--- config.mk ---
export PLATFORM = sky130hd
export DESIGN_NAME = mac_tx_config_control
export DESIGN_NICKNAME = d
export VERILOG_FILES = /design/src/mac_tx_cfg_pkg.sv /design/src/mac_tx_config_control.sv
export SDC_FILE = /design/constraint.sdc
export NUM_CORES = 1
export LEC_CHECK = 0
export ABC_CLOCK_PERIOD_IN_PS = 1500
export BUFFER_PORTS_ARGS = -buffer_cell sky130_fd_sc_hd__buf_2
export CAP_MARGIN = 10
export CORE_MARGIN = 2
export CORE_UTILIZATION = 46
export CTS_CLUSTER_DIAMETER = 50
export DETAILED_ROUTE_END_ITERATION = 10
export PLACE_DENSITY = 0.75
export SYNTH_ARGS = -nofsm -noshare
export SYNTH_HDL_FRONTEND = slang
export SYNTH_SLANG_ARGS = --single-unit
export TNS_END_PERCENT = 100
--- constraint.sdc ---
create_clock -name i_clk -period 1.5 [get_ports i_clk]
set_input_delay 0.3 -clock i_clk [delete_from_list [all_inputs] [get_ports i_clk]]
set_output_delay 0.3 -clock i_clk [all_outputs]
set_load 0.05 [all_outputs]
--- src/mac_tx_cfg_pkg.sv ---
// Constants and field layout for the transmit configuration register bank
package mac_tx_cfg_pkg;
  localparam int unsigned ADDR_W          = 11;
  localparam int unsigned DATA_W          = 32;
  localparam int unsigned LEN_W           = 16;
  localparam int unsigned IFG_W           = 8;

  localparam logic [10:0] TX_CFG_OFFSET   = 11'h408;
  localparam logic [10:0] FC_CFG_OFFSET   = 11'h40c;

  localparam int unsigned TX_RESET_BIT    = 31;
  localparam int unsigned TX_JUMBO_BIT    = 30;
  localparam int unsigned TX_FCS_BIT      = 29;
  localparam int unsigned TX_ENABLE_BIT   = 28;
  localparam int unsigned TX_VLAN_BIT     = 27;
  localparam int unsigned TX_WAN_BIT      = 26;
  localparam int unsigned TX_IFG_ADJ_BIT  = 25;
  localparam int unsigned TX_DIC_BIT      = 24;
  localparam int unsigned TX_PREAMBLE_BIT = 23;
  localparam int unsigned FC_PAUSE_BIT    = 30;
  localparam int unsigned FC_PFC_BIT      = 26;

  localparam logic [31:0] TX_CFG_MASK     = 32'h7f800000;
  localparam logic [31:0] FC_CFG_MASK     = 32'h44000000;
  localparam logic [31:0] TX_CFG_RESET    = 32'h10000000;
  localparam logic [31:0] FC_CFG_RESET    = 32'h40000000;

  localparam logic [15:0] STD_MAX_LEN     = 16'h05ee;
  localparam logic [15:0] VLAN_MAX_LEN    = 16'h05f2;
endpackage

--- src/mac_tx_config_control.sv ---
// Transmit configuration register bank with gap-aligned activation of writes, except a soft reset, which takes effect at once
`timescale 1ns/1ps
module mac_tx_config_control
  import mac_tx_cfg_pkg::*;
(
  input  wire logic              i_clk,
  input  wire logic              i_sys_rst,
  input  wire logic [ADDR_W-1:0] i_host_addr,
  input  wire logic              i_host_wr,
  input  wire logic              i_host_rd,
  input  wire logic [DATA_W-1:0] i_host_wdata,
  output logic      [DATA_W-1:0] o_host_rdata,
  output logic                   o_host_rd_valid,
  input  wire logic              i_tx_in_frame,
  input  wire logic              i_tx_frame_start,
  input  wire logic [LEN_W-1:0]  i_tx_byte_count,
  input  wire logic [IFG_W-1:0]  i_tx_ifg_delay,
  input  wire logic              i_pause_req,
  output logic                   o_tx_path_reset,
  output logic                   o_tx_enable,
  output logic                   o_tx_jumbo_en,
  output logic                   o_tx_oversize,
  output logic                   o_tx_fcs_from_client,
  output logic                   o_tx_pad_and_fcs,
  output logic                   o_tx_vlan_en,
  output logic                   o_tx_wan_mode,
  output logic                   o_tx_ifg_adjust,
  output logic [IFG_W-1:0]       o_tx_ifg_extra,
  output logic                   o_tx_dic_en,
  output logic                   o_tx_preserve_preamble,
  output logic                   o_pause_send
);

  logic [DATA_W-1:0] tx_shadow_q;
  logic [DATA_W-1:0] tx_shadow_d;
  logic [DATA_W-1:0] fc_shadow_q;
  logic [DATA_W-1:0] fc_shadow_d;
  logic [DATA_W-1:0] tx_active_q;
  logic [DATA_W-1:0] tx_active_d;
  logic [DATA_W-1:0] fc_active_q;
  logic [DATA_W-1:0] fc_active_d;
  logic              rst_pulse_q;
  logic              rst_pulse_d;
  logic [DATA_W-1:0] rdata_q;
  logic [DATA_W-1:0] rdata_d;
  logic              rvalid_q;
  logic              rvalid_d;
  logic [IFG_W-1:0]  ifg_q;
  logic [IFG_W-1:0]  ifg_d;
  logic              oversize_q;
  logic              oversize_d;
  logic              pause_q;
  logic              pause_d;
  logic              soft_rst;
  logic              adj_eff;

  // Drop reserved bits and clear deficit idle when gap adjust is set
  function automatic logic [31:0] tx_clean(input logic [31:0] v);
    logic [31:0] r;
    r = v & TX_CFG_MASK;
    r[TX_RESET_BIT] = 1'b0;
    if (r[TX_IFG_ADJ_BIT]) begin
      r[TX_DIC_BIT] = 1'b0;
    end
    return r;
  endfunction

  // Register write, reset and activation
  always_comb begin
    tx_shadow_d = tx_shadow_q;
    fc_shadow_d = fc_shadow_q;
    tx_active_d = tx_active_q;
    fc_active_d = fc_active_q;
    rst_pulse_d = 1'b0;
    soft_rst    = 1'b0;
    if (i_host_wr && i_host_addr == TX_CFG_OFFSET) begin
      tx_shadow_d = tx_clean(i_host_wdata);
      soft_rst    = i_host_wdata[TX_RESET_BIT];
      rst_pulse_d = i_host_wdata[TX_RESET_BIT];
    end
    if (i_host_wr && i_host_addr == FC_CFG_OFFSET) begin
      fc_shadow_d = i_host_wdata & FC_CFG_MASK;
    end
    if (!i_tx_in_frame) begin
      tx_active_d = tx_shadow_d;
      fc_active_d = fc_shadow_d;
    end
    if (soft_rst) begin
      tx_shadow_d = TX_CFG_RESET;
      tx_active_d = TX_CFG_RESET;
    end
  end

  always_ff @(posedge i_clk) begin
    if (i_sys_rst) begin
      tx_shadow_q <= TX_CFG_RESET;
      fc_shadow_q <= FC_CFG_RESET;
      tx_active_q <= TX_CFG_RESET;
      fc_active_q <= FC_CFG_RESET;
      rst_pulse_q <= 1'b0;
    end else begin
      tx_shadow_q <= tx_shadow_d;
      fc_shadow_q <= fc_shadow_d;
      tx_active_q <= tx_active_d;
      fc_active_q <= fc_active_d;
      rst_pulse_q <= rst_pulse_d;
    end
  end

  // Read path, one cycle latency
  always_comb begin
    rdata_d  = rdata_q;
    rvalid_d = i_host_rd;
    if (i_host_rd) begin
      unique case (i_host_addr)
        TX_CFG_OFFSET: rdata_d = tx_shadow_q;
        FC_CFG_OFFSET: rdata_d = fc_shadow_q;
        default:       rdata_d = '0;
      endcase
    end
  end

  always_ff @(posedge i_clk) begin
    if (i_sys_rst) begin
      rdata_q  <= '0;
      rvalid_q <= 1'b0;
    end else begin
      rdata_q  <= rdata_d;
      rvalid_q <= rvalid_d;
    end
  end

  assign adj_eff = tx_active_q[TX_IFG_ADJ_BIT] & ~tx_active_q[TX_WAN_BIT];

  // Frame-time datapath controls
  always_comb begin
    ifg_d      = ifg_q;
    oversize_d = 1'b0;
    pause_d    = 1'b0;
    if (i_tx_frame_start) begin
      ifg_d = adj_eff ? i_tx_ifg_delay : '0;
    end
    if (!adj_eff) begin
      ifg_d = '0;
    end
    if (!tx_active_q[TX_JUMBO_BIT] && i_tx_in_frame) begin
      if (tx_active_q[TX_VLAN_BIT]) begin
        oversize_d = i_tx_byte_count > VLAN_MAX_LEN;
      end else begin
        oversize_d = i_tx_byte_count > STD_MAX_LEN;
      end
    end
    pause_d = i_pause_req & fc_active_q[FC_PAUSE_BIT] & tx_active_q[TX_ENABLE_BIT];
    if (soft_rst) begin
      ifg_d      = '0;
      oversize_d = 1'b0;
      pause_d    = 1'b0;
    end
  end

  always_ff @(posedge i_clk) begin
    if (i_sys_rst) begin
      ifg_q      <= '0;
      oversize_q <= 1'b0;
      pause_q    <= 1'b0;
    end else begin
      ifg_q      <= ifg_d;
      oversize_q <= oversize_d;
      pause_q    <= pause_d;
    end
  end

  assign o_host_rdata           = rdata_q;
  assign o_host_rd_valid        = rvalid_q;
  assign o_tx_path_reset        = rst_pulse_q;
  assign o_tx_enable            = tx_active_q[TX_ENABLE_BIT];
  assign o_tx_jumbo_en          = tx_active_q[TX_JUMBO_BIT];
  assign o_tx_oversize          = oversize_q;
  assign o_tx_fcs_from_client   = tx_active_q[TX_FCS_BIT];
  assign o_tx_pad_and_fcs       = ~tx_active_q[TX_FCS_BIT];
  assign o_tx_vlan_en           = tx_active_q[TX_VLAN_BIT];
  assign o_tx_wan_mode          = tx_active_q[TX_WAN_BIT];
  assign o_tx_ifg_adjust        = adj_eff;
  assign o_tx_ifg_extra         = ifg_q;
  assign o_tx_dic_en            = tx_active_q[TX_DIC_BIT] & ~tx_active_q[TX_IFG_ADJ_BIT];
  assign o_tx_preserve_preamble = tx_active_q[TX_PREAMBLE_BIT];
  assign o_pause_send           = pause_q;

endmodule

==> metrics.md, run 1 <==
| Metric | Value |
|---|---|
| Post-Syn Nets | `489` |
| Core area | `9110 µm²` |
| Initial drt markers | `68` |
| Post-Syn Area per Cell | `10.2 µm²` |
| I/O Pins | `127` |
| CP delay by family, top | `flip-flops` |
| P&R area growth vs syn | `29.4%` |
| Post-cts resize count | `3` |
| First-pass GRT wire length | `between 10000 and 15000 µm` |
| Sink Count | `114` |
| Endpoint class of the critical path | `output port` |
| Slew Limit Fails | `0` |
| Hold Fails Final Rpt | `0` |
| Routability Congestion | `~0.69` |
| Hold/Removal Path Class | `in -> reg` |
| Largest area contributor in the netlist | `dfxtp_1` |
| Skew-Pair Late Insertion Delay | `around 500 ps` |
| Drt via density | `4.86` |
| Ant diodes | `0` |
| Vias in the first global route | `2984` |
| Unrepaired setup endpoints after global routing | `yes` |
| Max incr delay on CP | `around 400 ps` |
| Footprint of the multi-input gates | `1830 µm²` |
| Outcome | `completed` |
| Post-synth ARST share | `0%` |
| CTS buffer count | `17` |
| ANT nets after route | `0` |
| Worst-path cell chain | `clkbuf_4` |
| CP Launch Type | `flip-flop` |
| Routed wire length | `8560 µm` |
| Initial antenna violation count | `0` |
| Maximum VDD drop | `between 0.8 and 0.9 mV` |
| Layout cell share with drive strength beyond 1 | `36.3%` |
| TritonCTS clock tree | `built` |
| Fillers | `760` |
| Count leader, synth | `dfxtp_1` |
| Ranking of synthesized cells by area | `dfxtp_1 (54%), mux2_2 (8.5%), and2_1 (7.9%)` |
| Setup ws final | `43.4 ps` |
| Synthesized flop and latch total | `114` |
| Top cell type's share of synthesized area | `a little over half` |
| Die span in x | `100 µm` |
| Peak fanout along the critical path | `4` |
| Hold_buf cts | `0` |
| Pin count of the biggest net entering global routing | `35` |
| Clock skew | `slightly below 8 ps` |
| Critical Path RT | `around 1200 ps` |
| GRT Total Usage | `about 17%` |
| Synthesized cell area | `4250 µm²` |
| Total chip power | `approximately 7.3 mW` |
| Register area share after synthesis | `53.7%` |
| Post-Syn Instances | `415` |
| Bufs and invs on worst path | `1` |
| Drt drc | `0` |
| Prevailing post-synth register cell | `dfxtp_1` |
| Max_cap viols | `0` |
| Top cells by count, synth | `dfxtp_1 (114), and2_1 (54), nor2_1 (53)` |
| Clk buf depth | `2` |
| Site Rows | `35` |
| Min cycle time layout | `1460 ps` |
| Reg area | `2280 µm²` |
| WS Path Type | `reg -> out` |
| Final setup viols | `0` |
| Pre-CTS setup slack | `-342 ps` |
| Synth cell types | `42` |
| Net count, final | `595` |
| Post-synth EDFFs | `0` |
| Fmax | `687 MHz` |
| Total global routing overflow | `0` |
| Clock-pin slew on the worst setup and hold paths | `60 ps` |
| DPL Wire Length | `5890 µm` |
| Arr. time, crit path | `~1200 ps` |
| Root Driver | `clkbuf_8` |
| Routed len/inst | `13.3 µm` |
| Final Cycle Share | `97.1%` |
| Yosys warns | `0` |
| LEAKAGE | `2.51 nW` |
| Port Buf Inserts | `102` |
| Initial core utilization | `a little under half` |
| Cell Pwr Density | `1330 nW/µm²` |
| Full die area | `10000 µm²` |
| Die Height | `~100 µm` |
| DR pass1 iterations | `4` |
| Via count | `3132` |
| CP max stage cell | `dfxtp_1` |
| H-tree Lvls | `4` |
| Postcts setup bufs | `0` |
kinds of logic (layout without fill, tap and decap cells):
| group | count (synthesis) | in the layout | synth area share (%) |
|---|---|---|---|
| and+or+nand+nor | 173 | 173 | 23.1 |
| DFF | 114 | 114 | 53.7 |
| AOI/OAI and AO/OA | 48 | 48 | 6.89 |
| muxes | 48 | 48 | 12.7 |
| buffers and inverters | 31 | 150 | 3.50 |
| other | 1 | 1 | 0.0882 |
cell usage in the layout (no fill, tap or decap), types with 2 or more instances in the layout:
cell type,count
buf_12,2
buf_6,2
clkinv_2,2
nand2_1,6
bufinv_16,3
and2_1,54
nand2b_1,2
a211oi_1,5
mux2_4,4
a21oi_1,34
inv_1,4
dfxtp_1,113
and4_1,2
nor2b_1,38
buf_2,99
clkinvlp_4,5
nor2_1,53
nand3_1,3
clkbuf_16,16
nand4_1,2
mux2_2,32
inv_6,4
buf_4,10
mux2i_1,12
per-stage QoR:
stage | hold WS [ps] | cell area (µm²) | util (%) | setup TNS (ps) | cells
after floorplan | 422 | 4250 | - | 0 | 415
after global placement | 429 | 4890 | 53.7 | -9520 | 613
after detailed placement | 428 | 4890 | 53.7 | -15660 | 613
after CTS | 17.4 | 5490 | 60.3 | -25.7 | 645
after global routing | 18.7 | 5500 | 60.4 | -63.4 | 645
final | 42.9 | 5500 | 60.4 | 0 | 645
worst paths after layout:
check | slack, ps | endpoint | depth (start not counted) | startpoint
worst min-delay path | 40 | o_tx_ifg_extra[2] | 3 | i_tx_ifg_delay[2]
worst max-delay path | 40 | o_tx_wan_mode | 1 | tx_active_q[26]
worst min register to register | 450 | tx_shadow_q[22] | 1 | tx_shadow_q[22]
worst max register to register | 390 | o_tx_oversize | 5 | tx_active_q[27]
metal layers:
layer	GRT usage (%)	part of all wire [%]
met5	0	0
met4	5.27	0.89
met3	6.13	5.5
met2	30.5	49
met1	19.6	44
flip-flops by register name, indices dropped and copies added (netlist names), named ones only:
signal	flops
o_tx_oversize	1
o_pause_send	1
tx_active_q	8
o_host_rd_valid	1
fc_shadow_q	30
tx_shadow_q	31
o_tx_path_reset	1
o_host_rdata	31
fc_active_q	1
o_tx_ifg_extra	8
report_power, final:
group          switching [mW]  internal, mW
Combinational           0.207         0.130
Sequential            0.00666          3.04
Clock                    1.41          2.54
area by class of cell:
class | count | share of cell area (%)
Clock inverter | 15 | 3.30
Sequential cell | 114 | 41.5
Timing Repair Buffer | 114 | 11.6
Inverter | 4 | 0.273
Tap cell | 111 | 2.52
Multi-Input combinational cell | 270 | 33.2
Clock buffer | 17 | 7.53
Power figures use the tool's default switching activity.
==> inputs of run 2 (changes only) <==
--- a/config.mk
+++ b/config.mk
@@ -12,7 +12,7 @@
 export CORE_UTILIZATION = 46
 export CTS_CLUSTER_DIAMETER = 50
 export DETAILED_ROUTE_END_ITERATION = 10
-export PLACE_DENSITY = 0.75
+export PLACE_DENSITY = 0.73
 export SYNTH_ARGS = -nofsm -noshare
 export SYNTH_HDL_FRONTEND = slang
 export SYNTH_SLANG_ARGS = --single-unit
==> run 2 against run 1 <==
Sequential share of layout area shrank 0.28 points. Routed wire length grew 3.4%. Critical endpoint is now o_tx_ifg_adjust. Final area grew 0.68%. Critical path depth grew 1. Highest routed layer unchanged.
==> metrics.md, run 2 (synthesis gave the netlist of run 1 again) <==
| Metric | Value |
|---|---|
| ANT nets after route | `0 (unchanged)` |
| Drt via density | `4.89 (+0.62%)` |
| TritonCTS clock tree | `built` |
| CTS buffer count | `17 (unchanged)` |
| Unrepaired setup endpoints after global routing | `yes` |
| Core area | `9110 µm² (unchanged)` |
| Net count, final | `598 (+0.50%)` |
| Endpoint class of the critical path | `output port` |
| Routed len/inst | `13.7 µm (+3.0%)` |
| Maximum VDD drop | `0.736 mV (-11%)` |
| Clock skew | `4.10 ps (-3.77 ps)` |
| Clock-pin slew on the worst setup and hold paths | `60 ps (about the same)` |
| CP Launch Type | `flip-flop` |
| I/O Pins | `127 (unchanged)` |
| Hold Fails Final Rpt | `0 (unchanged)` |
| Register-to-register setup slack | `300 ps (-90 ps)` |
| Slew Limit Fails | `0 (unchanged)` |
| Full die area | `10000 µm² (unchanged)` |
| Pin count of the biggest net entering global routing | `25 (-29%)` |
| Initial core utilization | `46.7% (unchanged)` |
| Initial antenna violation count | `0 (unchanged)` |
| Fillers | `770 (+1.3%)` |
| Commonest non-fill, non-tap cell in the layout | `dfxtp_1` |
| Ant diodes | `0 (unchanged)` |
| Fmax | `682 MHz (-0.64%)` |
| Vias in the first global route | `3132 (+5.0%)` |
| Hold/Removal Path Class | `in -> reg` |
| Skew-Pair Late Insertion Delay | `510 ps (about the same)` |
| Drt drc | `0 (unchanged)` |
| WS Path Type | `reg -> out` |
| P&R area growth vs syn | `30.3%` |
| H-tree Lvls | `4 (unchanged)` |
| Min cycle time layout | `1470 ps (+9.32 ps)` |
| Root Driver | `clkbuf_8` |
| Critical Path RT | `1200 ps (about the same)` |
| Outcome | `completed` |
| Setup Total Neg Slack | `0 ps (unchanged)` |
| Port Buf Inserts | `102 (unchanged)` |
| Via count | `3166 (+1.1%)` |
| GRT Total Usage | `18.6% (+1.3 points)` |
| Die Height | `100 µm (unchanged)` |
| Most frequent cells in the layout | `dfxtp_1 (113), buf_2 (98), and2_1 (54), nor2_1 (53), nor2b_1 (38)` |
| Die span in x | `100 µm (unchanged)` |
| Postcts setup bufs | `0 (unchanged)` |
| Layout cell share with drive strength beyond 1 | `36.5% (+0.17 points)` |
| Sink Count | `114 (unchanged)` |
| Peak fanout along the critical path | `4 (unchanged)` |
| Final setup viols | `0 (unchanged)` |
| Routability Congestion | `0.774 (+12%)` |
| Cell Pwr Density | `1340 nW/µm² (about the same)` |
| Setup ws final | `34.1 ps (-9.32 ps)` |
| Arr. time, crit path | `1170 ps (about the same)` |
| Total global routing overflow | `0 (unchanged)` |
| Final Cycle Share | `97.7% (+0.62 points)` |
| LEAKAGE | `2.54 nW (+1.0%)` |
| Initial drt markers | `89 (+31%)` |
| First-pass GRT wire length | `14600 µm (+6.5%)` |
| DR pass1 iterations | `4 (unchanged)` |
| DPL Wire Length | `5900 µm (about the same)` |
| Site Rows | `35 (unchanged)` |
| Max_cap viols | `0 (unchanged)` |
| Routed wire length | `8850 µm (+3.4%)` |
| Pre-CTS setup slack | `-241 ps (+101 ps)` |
| Clk buf depth | `2 (unchanged)` |
-- run 2: worst paths after layout --
kind	cells after the start	start	endpoint
worst max-delay path	2	tx_active_q[25]	o_tx_ifg_adjust
worst min-delay path	3	i_tx_ifg_delay[2]	o_tx_ifg_extra[2]
worst max register to register	5	tx_active_q[27]	o_tx_oversize
worst min register to register	2	fc_active_q[30]	o_pause_send
-- run 2: metal layers --
layer | up-vias | track usage, % | part of all wire [%]
met1 | 1454 | 21.4 | 45
met2 | 99 | 32.1 | 48
li1 | 1596 | - | -
met4 | 0 | 8.01 | 2.1
met3 | 17 | 5.57 | 5.5
met5 | - | 0 | 0
-- run 2: power by group --
group / switching [mW] / internal [mW]
Sequential: 0.00685 / 3.04
Clock: 1.46 / 2.55
Combinational: 0.208 / 0.138
Total: 1.67 / 5.73
-- run 2: repair_timing --
action | CTS | global route
gates cloned | 0 | 0
pin swaps | 0 | 0
gates resized for setup | 5 | 5
setup endpoints to repair | 3 | 3
hold buffers | 0 | 0
-- run 2: area by class of cell --
cell class | count | area [µm²] | share of cell area [%]
clock buffers | 18 | 418 | 7.54
clock inverters | 14 | 181 | 3.28
inverters | 4 | 15.0 | 0.271
multi-input cells | 270 | 1830 | 33.1
flip-flops and latches | 114 | 2280 | 41.2
well taps | 111 | 139 | 2.51
repair buffers | 117 | 669 | 12.1
-- run 2: worst max-delay path, cell delays in order, from the launching register on --
cell and delay, ps:
dfxtp_2 350, nor2b_4 160, buf_8 150
-- run 2: through the flow --
step	power, mW	hold WS, ps	std cells	area (µm²)	utilization, %
4_1_cts	7.47	5.01	648	5520	60.6
3_3_place_gp	3.45	436	616	4910	53.9
2_1_floorplan	3.31	422	415	4250	-
3_5_place_dp	3.46	438	616	4910	53.9
6_report	7.40	24.7	648	5540	60.8
5_1_grt	7.64	21.6	648	5540	60.8
==> inputs of run 3 (changes only) <==
--- a/config.mk
+++ b/config.mk
@@ -12,6 +12,7 @@
 export CORE_UTILIZATION = 46
 export CTS_CLUSTER_DIAMETER = 50
 export DETAILED_ROUTE_END_ITERATION = 10
+export HOLD_SLACK_MARGIN = 0.15
 export PLACE_DENSITY = 0.73
 export SYNTH_ARGS = -nofsm -noshare
 export SYNTH_HDL_FRONTEND = slang
==> run 3 against run 2 <==
Combinational power up 10%. Final cell count up 2.6%. Non-clock buffer count up 17. Largest cell class unchanged. Highest routed layer unchanged.
==> metrics.md, run 3 (synthesis gave the netlist of run 1 again) <==
| Metric | Value |
|---|---|
| Total chip power | `7.44 mW (+0.45%)` |
| P_sw | `1.68 mW (+0.33%)` |
| Clock network fraction of design power | `53.8% (-0.3 points)` |
| Footprint of the multi-input gates | `1830 µm² (unchanged)` |
| Sequential share of power | `41.0% (-0.2 points)` |
| Outcome | `completed` |
| Maximum VDD drop | `0.736 mV (about the same)` |
| Slew Limit Fails | `0 (unchanged)` |
| Via count | `3238 (+2.3%)` |
| Root Driver | `clkbuf_8` |
| Routed len/inst | `13.8 µm (+1.2%)` |
| P&R area growth vs syn | `34.2%` |
| LEAKAGE | `2.61 nW (+2.8%)` |
| Fillers | `750 (-2.6%)` |
| ANT nets after route | `0 (unchanged)` |
| Final Cycle Share | `97.1% (-0.60 points)` |
| Port Buf Inserts | `102 (unchanged)` |
| Routed wire length | `9190 µm (+3.8%)` |
| Int Power | `5.76 mW (+0.49%)` |
| Combinational power share | `5.1% (+0.4 points)` |
| Commonest non-fill, non-tap cell in the layout | `dfxtp_1` |
| Initial antenna violation count | `0 (unchanged)` |
| Vias in the first global route | `3254 (+3.9%)` |
| Layout cell share with drive strength beyond 1 | `35.4% (-1.1 points)` |
| CP Launch Type | `flip-flop` |
| Inst Count DP | `616 (unchanged)` |
| Peak fanout along the critical path | `4 (unchanged)` |
| Cell Pwr Density | `1300 nW/µm² (-2.5%)` |
| WS Path Type | `reg -> out` |
| Max_cap viols | `0 (unchanged)` |
| H-tree Lvls | `4 (unchanged)` |
| Routability Congestion | `0.774 (unchanged)` |
| Arr. time, crit path | `1160 ps (about the same)` |
| Met2 GRT Util | `33.5% (+1.4 points)` |
| Skew-Pair Late Insertion Delay | `510 ps (about the same)` |
| Switch share | `22.5% (-0.028 points)` |
| Clock skew | `5.01 ps (+0.911 ps)` |
| Hold/Removal Path Class | `in -> reg` |
| TritonCTS clock tree | `built` |
| DR pass1 iterations | `4 (unchanged)` |
| Net count, final | `615 (+2.8%)` |
| Sink Count | `114 (unchanged)` |
| Fmax | `686 MHz (+0.62%)` |
| Core area | `9110 µm² (unchanged)` |
| Hold Fails Final Rpt | `0 (unchanged)` |
| Site Rows | `35 (unchanged)` |
| GRT Total Usage | `19.1% (+0.52 points)` |
| Initial core utilization | `46.7% (unchanged)` |
| Die Height | `100 µm (unchanged)` |
| Unrepaired setup endpoints after global routing | `yes` |
| Drt drc | `0 (unchanged)` |
| Final setup viols | `0 (unchanged)` |
| Busiest grt layer | `met2` |
| Initial drt markers | `94 (+5.6%)` |
| Ant diodes | `0 (unchanged)` |
| I/O Pins | `127 (unchanged)` |
| First-pass GRT wire length | `15000 µm (+3.1%)` |
| Die span in x | `100 µm (unchanged)` |
| Endpoint class of the critical path | `output port` |
| Final Util | `62.6% (+1.8 points)` |
| GR Util met3 | `5.50% (-0.070 points)` |
| Min cycle time layout | `1460 ps (-9.01 ps)` |
| Register-to-register setup slack | `290 ps (about the same)` |
| CTS buffer count | `17 (unchanged)` |
| Clock-pin slew on the worst setup and hold paths | `60 ps (about the same)` |
| Reg area | `2280 µm² (unchanged)` |
| Pin count of the biggest net entering global routing | `25 (unchanged)` |
| Postcts setup bufs | `0 (unchanged)` |
| Total global routing overflow | `0 (unchanged)` |
| DPL Wire Length | `5900 µm (unchanged)` |
| M1 GR Usage | `21.8% (+0.40 points)` |
| Final cell count without fillers | `665 (+2.6%)` |
| Most frequent cells in the layout | `dfxtp_1 (113), buf_2 (98), and2_1 (54), nor2_1 (53), nor2b_1 (38)` |
| Critical Path RT | `1200 ps (about the same)` |
| Drt via density | `4.87 (-0.34%)` |
| Full die area | `10000 µm² (unchanged)` |
| Clk buf depth | `2 (unchanged)` |
-- run 3: changes by cell type in the layout (fill, tap and decap cells not counted), sizes merged --
cell | before | now
dlygate4sd3 | 0 | 17
-- run 3: worst max-delay path: stages, from the launching register on --
cell and delay (ps):
dfxtp_2 350, nor2b_4 150, buf_6 160
-- run 3: layout make-up --
class / count / area share, %
timing repair buffer: 134 / 14.6
multi-input combinational: 270 / 32.1
clock buffer: 18 / 7.32
sequential: 114 / 40.0
tap: 111 / 2.43
inverter: 4 / 0.263
clock inverter: 14 / 3.18
-- run 3: final timing paths --
path	from	to	depth (start not counted)
min	i_host_wdata[27]	tx_shadow_q[27]	3
max	tx_active_q[25]	o_tx_ifg_adjust	2
min reg2reg	fc_active_q[30]	o_pause_send	2
max reg2reg	tx_active_q[27]	o_tx_oversize	5
-- run 3: routing by layer --
layer | wire length, µm | up-vias
li1 | - | 1629
met1 | 4140 | 1499
met2 | 4440 | 95
met3 | 421 | 15
met4 | 179 | 0
met5 | 0 | -
-- run 3: power groups by stage --
stage	Clock [mW]	Combinational, mW	Sequential (mW)
floorplan	0	0.159	3.15
global placement	0	0.335	3.11
detailed placement	0	0.341	3.11
CTS	4.07	0.380	3.05
global route	4.22	0.411	3.05
finish	4.00	0.382	3.05
-- run 3: metrics by stage --
step           worst slack, ps  instance area [µm²]  hold WS [ps]  setup TNS, ps
2_1_floorplan             4.06                 4250           422              0
3_3_place_gp              -203                 4910           436          -7480
3_5_place_dp              -241                 4910           438          -9830
4_1_cts                 -0.709                 5690           151         -0.709
5_1_grt                  -31.7                 5710           177          -53.2
6_report                  43.1                 5710           175              0
-- run 3: what timing repair did --
item                       CTS  global route
hold endpoints to repair    20             0
resized for setup            5             4
gates cloned                 0             0
setup endpoints to repair    3             3
pin swaps                    0             0
hold buffers                17             0
